<file path="src/logic/lpsc_pkg.sv">
// package for the low-power stop/halt controller
package lpsc_pkg;
	localparam int ADDR_W = 4;
	localparam int DATA_W = 32;
	localparam int MAX_PERIPH = 24;
	// register byte offsets
	localparam logic [ADDR_W-1:0] CTRL_OFS = 4'h0;
	localparam logic [ADDR_W-1:0] PDN_OFS = 4'h4;
	localparam logic [ADDR_W-1:0] STAT_OFS = 4'h8;
	// control register fields
	localparam int CTRL_WDT_OSC_BIT = 0;
	localparam int CTRL_WDT_BIT = 1;
	localparam int CTRL_AMP_BIT = 2;
	localparam logic [DATA_W-1:0] CTRL_RST = 32'h0000_0003;
	localparam logic [DATA_W-1:0] CTRL_MASK = 32'h0000_0007;
	// power control register fields
	localparam int PDN_WDT_BIT = 0;
	localparam int PDN_BOD_BIT = 1;
	localparam int PDN_AMP_BIT = 2;
	localparam int PDN_PERIPH_LSB = 8;
	localparam logic [DATA_W-1:0] PDN_RST = 32'h0000_0000;
	// status register fields
	localparam int STAT_MODE_LSB = 0;
	localparam int STAT_OSC_OK_BIT = 4;
	// bus responses
	localparam logic [1:0] RESP_OKAY = 2'h0;
	localparam logic [1:0] RESP_SLVERR = 2'h2;
	// oscillator settle time after its ready pin rises
	localparam int CLK_PERIOD_NS = 100;
	localparam int OSC_SETTLE_NS = 2000;
	localparam int OSC_SETTLE_CYC =
		(OSC_SETTLE_NS + CLK_PERIOD_NS - 1) / CLK_PERIOD_NS;
	localparam int SETTLE_W = 8;
	localparam logic [SETTLE_W-1:0] SETTLE_LAST =
		SETTLE_W'(OSC_SETTLE_CYC - 1);

	typedef enum logic [1:0] {
		MODE_ACTIVE,
		MODE_HALT,
		MODE_STOP,
		MODE_WAKE
	} lpsc_mode_type;

	typedef struct packed {
		logic osc_en;
		logic xtal_pins_en;
		logic sys_clk_en;
		logic cpu_run;
		logic ip_advance;
		logic wdt_osc_en;
		logic wdt_run;
		logic bod_en;
		logic amp_en;
	} lpsc_gate_type;
endpackage : lpsc_pkg

</file>
<file path="src/logic/lpsc_ctrl.sv">
// low-power stop/halt controller with an AXI4-Lite register slave
// Overview of operation
// - stop instruction enters STOP mode
// - HALT stops only the CPU and pointer
// - STOP powers down all but four blocks
// - STOP halts the main oscillator and crystal pins
// - STOP halts system clock, CPU, pointer
// - watchdog RC oscillator runs if enabled
// - watchdog logic runs in STOP if enabled
// - brown-out runs in STOP per option bit
// - amplifier runs in STOP if enabled
// - other peripherals idle during STOP
// - power-down bit overrides block enables
// - STOP left only by recovery
`timescale 1ns/1ns
`default_nettype none
module lpsc_ctrl #(
	parameter int NPER = 8
) (
	input wire logic aclk,
	input wire logic aresetn,
	input wire logic awvalid,
	output logic awready,
	input wire logic [lpsc_pkg::ADDR_W-1:0] awaddr,
	input wire logic wvalid,
	output logic wready,
	input wire logic [lpsc_pkg::DATA_W-1:0] wdata,
	input wire logic [3:0] wstrb,
	output logic bvalid,
	input wire logic bready,
	output logic [1:0] bresp,
	input wire logic arvalid,
	output logic arready,
	input wire logic [lpsc_pkg::ADDR_W-1:0] araddr,
	output logic rvalid,
	input wire logic rready,
	output logic [lpsc_pkg::DATA_W-1:0] rdata,
	output logic [1:0] rresp,
	input wire logic stop_req,
	input wire logic halt_req,
	input wire logic wake_irq,
	input wire logic recovery_pin,
	input wire logic osc_ready_pin,
	input wire logic bod_stop_option,
	input wire logic [NPER-1:0] periph_en_req,
	output lpsc_pkg::lpsc_gate_type gate,
	output logic [NPER-1:0] periph_en
);
	if (NPER < 1 || NPER > lpsc_pkg::MAX_PERIPH) begin : g_nper_check
		$error("NPER out of range");
	end

	lpsc_pkg::lpsc_mode_type mode_reg, mode_next;
	logic [lpsc_pkg::DATA_W-1:0] ctrl_reg, pdn_reg;
	logic [1:0] rec_sync_reg, osc_sync_reg, bod_sync_reg;
	logic rec_s, osc_ok_s, bod_opt_s;
	logic [lpsc_pkg::SETTLE_W-1:0] settle_reg;
	logic [NPER-1:0] pdn_periph;
	logic aw_got_reg, w_got_reg;
	logic [lpsc_pkg::ADDR_W-1:0] waddr_reg;
	logic [lpsc_pkg::DATA_W-1:0] wdata_reg;
	logic [3:0] wstrb_reg;
	logic aw_take, w_take, ar_take, do_write, bvalid_next;

	// pin synchronisers, first stage read only by the second
	always_ff @(posedge aclk) begin
		if (!aresetn) begin
			rec_sync_reg <= 2'h0;
			osc_sync_reg <= 2'h0;
			bod_sync_reg <= 2'h0;
		end else begin
			rec_sync_reg <= {rec_sync_reg[0], recovery_pin};
			osc_sync_reg <= {osc_sync_reg[0], osc_ready_pin};
			bod_sync_reg <= {bod_sync_reg[0], bod_stop_option};
		end
	end
	assign rec_s = rec_sync_reg[1];
	assign osc_ok_s = osc_sync_reg[1];
	assign bod_opt_s = bod_sync_reg[1];
	assign pdn_periph = pdn_reg[lpsc_pkg::PDN_PERIPH_LSB +: NPER];

	// mode sequencing
	always_comb begin
		mode_next = mode_reg;
		case (mode_reg)
			lpsc_pkg::MODE_ACTIVE: begin
				if (stop_req)
					mode_next = lpsc_pkg::MODE_STOP;
				else if (halt_req)
					mode_next = lpsc_pkg::MODE_HALT;
			end
			lpsc_pkg::MODE_HALT: begin
				if (wake_irq || rec_s)
					mode_next = lpsc_pkg::MODE_ACTIVE;
			end
			lpsc_pkg::MODE_STOP: begin
				if (rec_s)
					mode_next = lpsc_pkg::MODE_WAKE;
			end
			lpsc_pkg::MODE_WAKE: begin
				if (osc_ok_s && settle_reg == lpsc_pkg::SETTLE_LAST)
					mode_next = lpsc_pkg::MODE_ACTIVE;
			end
			default: mode_next = lpsc_pkg::MODE_ACTIVE;
		endcase
	end

	always_ff @(posedge aclk) begin
		if (!aresetn)
			mode_reg <= lpsc_pkg::MODE_ACTIVE;
		else
			mode_reg <= mode_next;
	end

	// oscillator settle count while waking
	always_ff @(posedge aclk) begin
		if (!aresetn)
			settle_reg <= '0;
		else if (mode_reg == lpsc_pkg::MODE_WAKE && osc_ok_s)
			settle_reg <= settle_reg + 1'b1;
		else
			settle_reg <= '0;
	end

	// block gating from the current mode
	always_ff @(posedge aclk) begin
		if (!aresetn) begin
			gate <= '0;
			periph_en <= '0;
		end else begin
			gate.osc_en <= mode_reg != lpsc_pkg::MODE_STOP;
			gate.xtal_pins_en <= mode_reg != lpsc_pkg::MODE_STOP;
			gate.sys_clk_en <= mode_reg == lpsc_pkg::MODE_ACTIVE ||
				mode_reg == lpsc_pkg::MODE_HALT;
			gate.cpu_run <= mode_reg == lpsc_pkg::MODE_ACTIVE;
			gate.ip_advance <= mode_reg == lpsc_pkg::MODE_ACTIVE;
			gate.wdt_osc_en <= ctrl_reg[lpsc_pkg::CTRL_WDT_OSC_BIT] &
				~pdn_reg[lpsc_pkg::PDN_WDT_BIT];
			gate.wdt_run <= ctrl_reg[lpsc_pkg::CTRL_WDT_BIT] &
				~pdn_reg[lpsc_pkg::PDN_WDT_BIT];
			gate.bod_en <= ~pdn_reg[lpsc_pkg::PDN_BOD_BIT] &
				(mode_reg != lpsc_pkg::MODE_STOP || bod_opt_s);
			gate.amp_en <= ctrl_reg[lpsc_pkg::CTRL_AMP_BIT] &
				~pdn_reg[lpsc_pkg::PDN_AMP_BIT];
			if (mode_reg == lpsc_pkg::MODE_STOP ||
				mode_reg == lpsc_pkg::MODE_WAKE)
				periph_en <= '0;
			else
				periph_en <= periph_en_req & ~pdn_periph;
		end
	end

	// write channel handshakes
	assign aw_take = awvalid & awready;
	assign w_take = wvalid & wready;
	assign do_write = aw_got_reg & w_got_reg & ~bvalid;
	assign bvalid_next = do_write | (bvalid & ~bready);

	always_ff @(posedge aclk) begin
		if (!aresetn) begin
			aw_got_reg <= 1'b0;
			w_got_reg <= 1'b0;
			awready <= 1'b0;
			wready <= 1'b0;
			waddr_reg <= '0;
			wdata_reg <= '0;
			wstrb_reg <= 4'h0;
		end else begin
			if (aw_take)
				waddr_reg <= awaddr;
			if (w_take) begin
				wdata_reg <= wdata;
				wstrb_reg <= wstrb;
			end
			aw_got_reg <= (aw_got_reg | aw_take) & ~do_write;
			w_got_reg <= (w_got_reg | w_take) & ~do_write;
			awready <= ~((aw_got_reg | aw_take) & ~do_write) & ~bvalid_next;
			wready <= ~((w_got_reg | w_take) & ~do_write) & ~bvalid_next;
		end
	end

	always_ff @(posedge aclk) begin
		if (!aresetn) begin
			bvalid <= 1'b0;
			bresp <= lpsc_pkg::RESP_OKAY;
		end else begin
			bvalid <= bvalid_next;
			if (do_write)
				bresp <= (waddr_reg == lpsc_pkg::CTRL_OFS ||
					waddr_reg == lpsc_pkg::PDN_OFS ||
					waddr_reg == lpsc_pkg::STAT_OFS) ?
					lpsc_pkg::RESP_OKAY : lpsc_pkg::RESP_SLVERR;
		end
	end

	// register file updates with byte strobes
	always_ff @(posedge aclk) begin
		if (!aresetn) begin
			ctrl_reg <= lpsc_pkg::CTRL_RST;
			pdn_reg <= lpsc_pkg::PDN_RST;
		end else if (do_write) begin
			for (int b = 0; b < 4; b++) begin
				if (wstrb_reg[b] && waddr_reg == lpsc_pkg::CTRL_OFS)
					ctrl_reg[8*b +: 8] <= wdata_reg[8*b +: 8] &
						lpsc_pkg::CTRL_MASK[8*b +: 8];
				if (wstrb_reg[b] && waddr_reg == lpsc_pkg::PDN_OFS)
					pdn_reg[8*b +: 8] <= wdata_reg[8*b +: 8];
			end
		end
	end

	// read channel
	assign ar_take = arvalid & arready;

	always_ff @(posedge aclk) begin
		if (!aresetn) begin
			arready <= 1'b0;
			rvalid <= 1'b0;
			rdata <= '0;
			rresp <= lpsc_pkg::RESP_OKAY;
		end else begin
			arready <= ~ar_take & ~(rvalid & ~rready);
			if (ar_take) begin
				rvalid <= 1'b1;
				rresp <= lpsc_pkg::RESP_OKAY;
				case (araddr)
					lpsc_pkg::CTRL_OFS: rdata <= ctrl_reg;
					lpsc_pkg::PDN_OFS: rdata <= pdn_reg;
					lpsc_pkg::STAT_OFS: begin
						rdata <= '0;
						rdata[lpsc_pkg::STAT_MODE_LSB +: 2] <= mode_reg;
						rdata[lpsc_pkg::STAT_OSC_OK_BIT] <= osc_ok_s;
					end
					default: begin
						rdata <= '0;
						rresp <= lpsc_pkg::RESP_SLVERR;
					end
				endcase
			end else if (rready) begin
				rvalid <= 1'b0;
			end
		end
	end
endmodule : lpsc_ctrl
`default_nettype wire

</file>
<file path="config.mk">
export PLATFORM = sky130hd
export DESIGN_NAME = lpsc_ctrl
export DESIGN_NICKNAME = d
export VERILOG_FILES = /design/src/logic/lpsc_pkg.sv /design/src/logic/lpsc_ctrl.sv
export SDC_FILE = /design/constraint.sdc
export NUM_CORES = 1
export LEC_CHECK = 0
export BUFFER_PORTS_ARGS = -buffer_cell sky130_fd_sc_hd__clkbuf_2
export CAP_MARGIN = 20
export CELL_PAD_IN_SITES_DETAIL_PLACEMENT = 1
export CELL_PAD_IN_SITES_GLOBAL_PLACEMENT = 1
export CORE_MARGIN = 2
export CORE_UTILIZATION = 40
export CTS_BUF_LIST = sky130_fd_sc_hd__clkbuf_16
export CTS_CLUSTER_DIAMETER = 150
export DETAILED_ROUTE_END_ITERATION = 8
export GPL_ROUTABILITY_DRIVEN = 0
export PLACE_DENSITY_LB_ADDON = 0.1
export SETUP_SLACK_MARGIN = 0.4
export SYNTH_ARGS = -nofsm -noshare
export SYNTH_HDL_FRONTEND = slang
export SYNTH_SLANG_ARGS = --single-unit
</file>
<file path="constraint.sdc">
create_clock -name aclk -period 3.3 [get_ports aclk]
set_input_delay 0.165 -clock aclk [delete_from_list [all_inputs] [get_ports aclk]]
set_output_delay 0.165 -clock aclk [all_outputs]
set_load 0.005 [all_outputs]
</file>
==> results.json <==
{
  "max_freq_ghz": 0.598,
  "grt_max_degree": 83,
  "cts_setup_buffers": 0,
  "first_pass_iters": 4,
  "cts.sinks": 147,
  "drt_iter0_drc": 246,
  "synth_area_leader_cell": "dfxtp_1",
  "skew_ns": 0.00849,
  "die_y_um": 120,
  "grt_util_all_layers": 0.214,
  "total_power_mw": 4.01,
  "synth_fa_ha_area_frac": 0.00233,
  "insertion_delay_ns": 0.43,
  "power_density_nw_per_um2": 567,
  "grt_pass1_wl_um": 23700,
  "worstPathRequired_ns": 3.64,
  "diodes": 0,
  "fp.coreArea_um2": 13200,
  "io_buffers": 120,
  "period_needed_ns": 1.67,
  "drv_slew": 0,
  "post_drt_wl_per_cell_um": 15.9,
  "ys_types": 40,
  "die-area_um2": 14400,
  "ys_warn_count": 0,
  "num_rows": 42,
  "clk_pin_slew_ns": 0.06,
  "synth.avg_cell_area_um2": 9.13,
  "root_buffer": "clkbuf_16",
  "worstMarginPinSlew_ns": 1.01,
  "status": "finished clean",
  "synthArstFlopShare": 0,
  "worst-path-max-fanout": 8,
  "worstSetupPathType": "register to register",
  "wirelength_um": 14700,
  "ys_seq_area_frac": 0.548,
  "synth_top_family_by_area": "simple AND/OR/NAND/NOR gates",
  "holdWs_ns": 0.0102,
  "ir_worst_vdd_uv": 371,
  "cts-resized-gates": 0,
  "cap_viol_max_count": 0,
  "cts_tree": "done",
  "synth_cells": 588,
  "final_nets": 804,
  "dp_hpwl_um": 9580,
  "crit_path_start": "waddr_reg[3]",
  "cp-end-kind": "register",
  "max_slew_margin": 0.328,
  "overflow": 0,
  "final_util": 0.537,
  "synth_most_common_cell": "nand2_1",
  "synth_ff_type": "dfxtp_1",
  "min-delay-start": "wdata[15]",
  "period_share": 0.507,
  "start_util": 0.407,
  "routed_via_density": 5.02,
  "cp-start-kind": "register",
  "final_hold_viol_count": 0,
  "setup_violations": 0,
  "p_leak_nw": 2.81,
  "io_pins": 123,
  "ctsLongestPathBuffers": 2,
  "synth-simple-area-share": 0.213,
  "grt_pass1_vias": 4890,
  "syn_to_final_growth_pct": 31.8,
  "arrival_ns": 2.02,
  "vias": 4650,
  "synth_common_cells": "nand2_1, dfxtp_1, a21oi_1",
  "drive_above_1_share": 0.213,
  "htree_levels": 4,
  "nFillCells": 1550,
  "synthMuxAreaShare": 0.0711,
  "finalSetupTns_ns": 0,
  "synth_edf_count": 0,
  "r2r_start": "waddr_reg[3]",
  "post-route-drc-count": 0,
  "syn-cell-area_um2": 5370,
  "ant_nets": 0,
  "synth_top_area_frac": 0.548,
  "die_w_um": 120,
  "synth_compound_area_frac": 0.110,
  "cts_buffers": 17,
  "cts_hold_buf": 49,
  "synthXorXnorAreaFrac": 0.00489,
  "rsz0062_at_grt": "false",
  "synth-seq-cells": 147,
  "antenna_found_initial": 0,
  "min_path_type": "input pin to register",
  "synthTopCellsByArea": "dfxtp_1, nand2_1, mux2i_1"
}
routing by layer:
layer,wire length [um],track usage,part of all wire
met2,7490,0.381,0.51
met3,501,0.0509,0.034
met4,339,0.0941,0.023
met1,6360,0.243,0.43
met5,0,0,0
power breakdown:
group | internal (mW) | switching (mW)
combinational | 0.126 | 0.143
sequential | 1.82 | 0.0326
clock | 1.16 | 0.721
through the flow:
step / std cells / worst slack, ns / instance area, um2
final: 927 / 1.63 / 7080
after global routing: 927 / 1.46 / 7080
after CTS: 927 / 1.63 / 7080
after detailed placement: 846 / 1.60 / 6010
after global placement: 845 / 1.57 / 6000
after floorplan: 589 / 2.11 / 5370
placed cells by master, fill, tap and decap left out, types with 2 or more instances in the layout:
cell type / netlist / layout
nand2_1: 150 / 150
dfxtp_1: 147 / 147
clkbuf_2: 0 / 119
a21oi_1: 50 / 50
dlygate4sd3_1: 0 / 49
nor2_1: 46 / 46
mux2i_1: 37 / 37
a32oi_1: 28 / 28
clkbuf_16: 0 / 17
nand3_1: 10 / 10
nor3b_1: 10 / 10
and2_1: 8 / 8
and3_1: 8 / 8
buf_4: 5 / 7
o21ai_0: 6 / 6
inv_1: 4 / 5
clkinv_2: 0 / 5
nand2b_1: 4 / 4
and3b_1: 3 / 3
nor3_1: 3 / 3
or3_1: 3 / 3
clkinv_1: 0 / 3
bufinv_16: 0 / 3
nand3b_1: 2 / 2
a2bb2oi_1: 2 / 2
nand4_1: 2 / 2
xor2_1: 2 / 2
conb_1: 1 / 2
clkinvlp_4: 0 / 2
cell families after synthesis:
logic type	after synthesis
mux	38
other cells	1
flops	147
fa+ha+maj	1
compound gates	92
simple gates	255
xor+xnor	3
buf+inv	51
worst max-delay path, cell delays in order (launching register included):
cell	delay (ns)
dfxtp_1	0.36
nor4b_4	0.33
and3_1	0.63
mux2i_1	0.27
area by class of cell:
type	count	area, um2	share of cell area
clock inverters	15	149	0.0210
inverters	4	15.0	0.00212
well taps	176	220	0.0311
flip-flops and latches	147	2940	0.416
multi-input cells	391	2170	0.306
repair buffers	177	1160	0.164
clock buffers	17	425	0.0601
final timing paths:
path                           to  slack, ns  depth (start not counted)
setup / recovery      pdn_reg[18]       1.63                          3
hold / removal      wdata_reg[15]       0.01                          3
setup reg to reg      pdn_reg[18]       1.63                          3
hold reg to reg   osc_sync_reg[1]       0.44                          1
(Power assumes the default switching activity.)
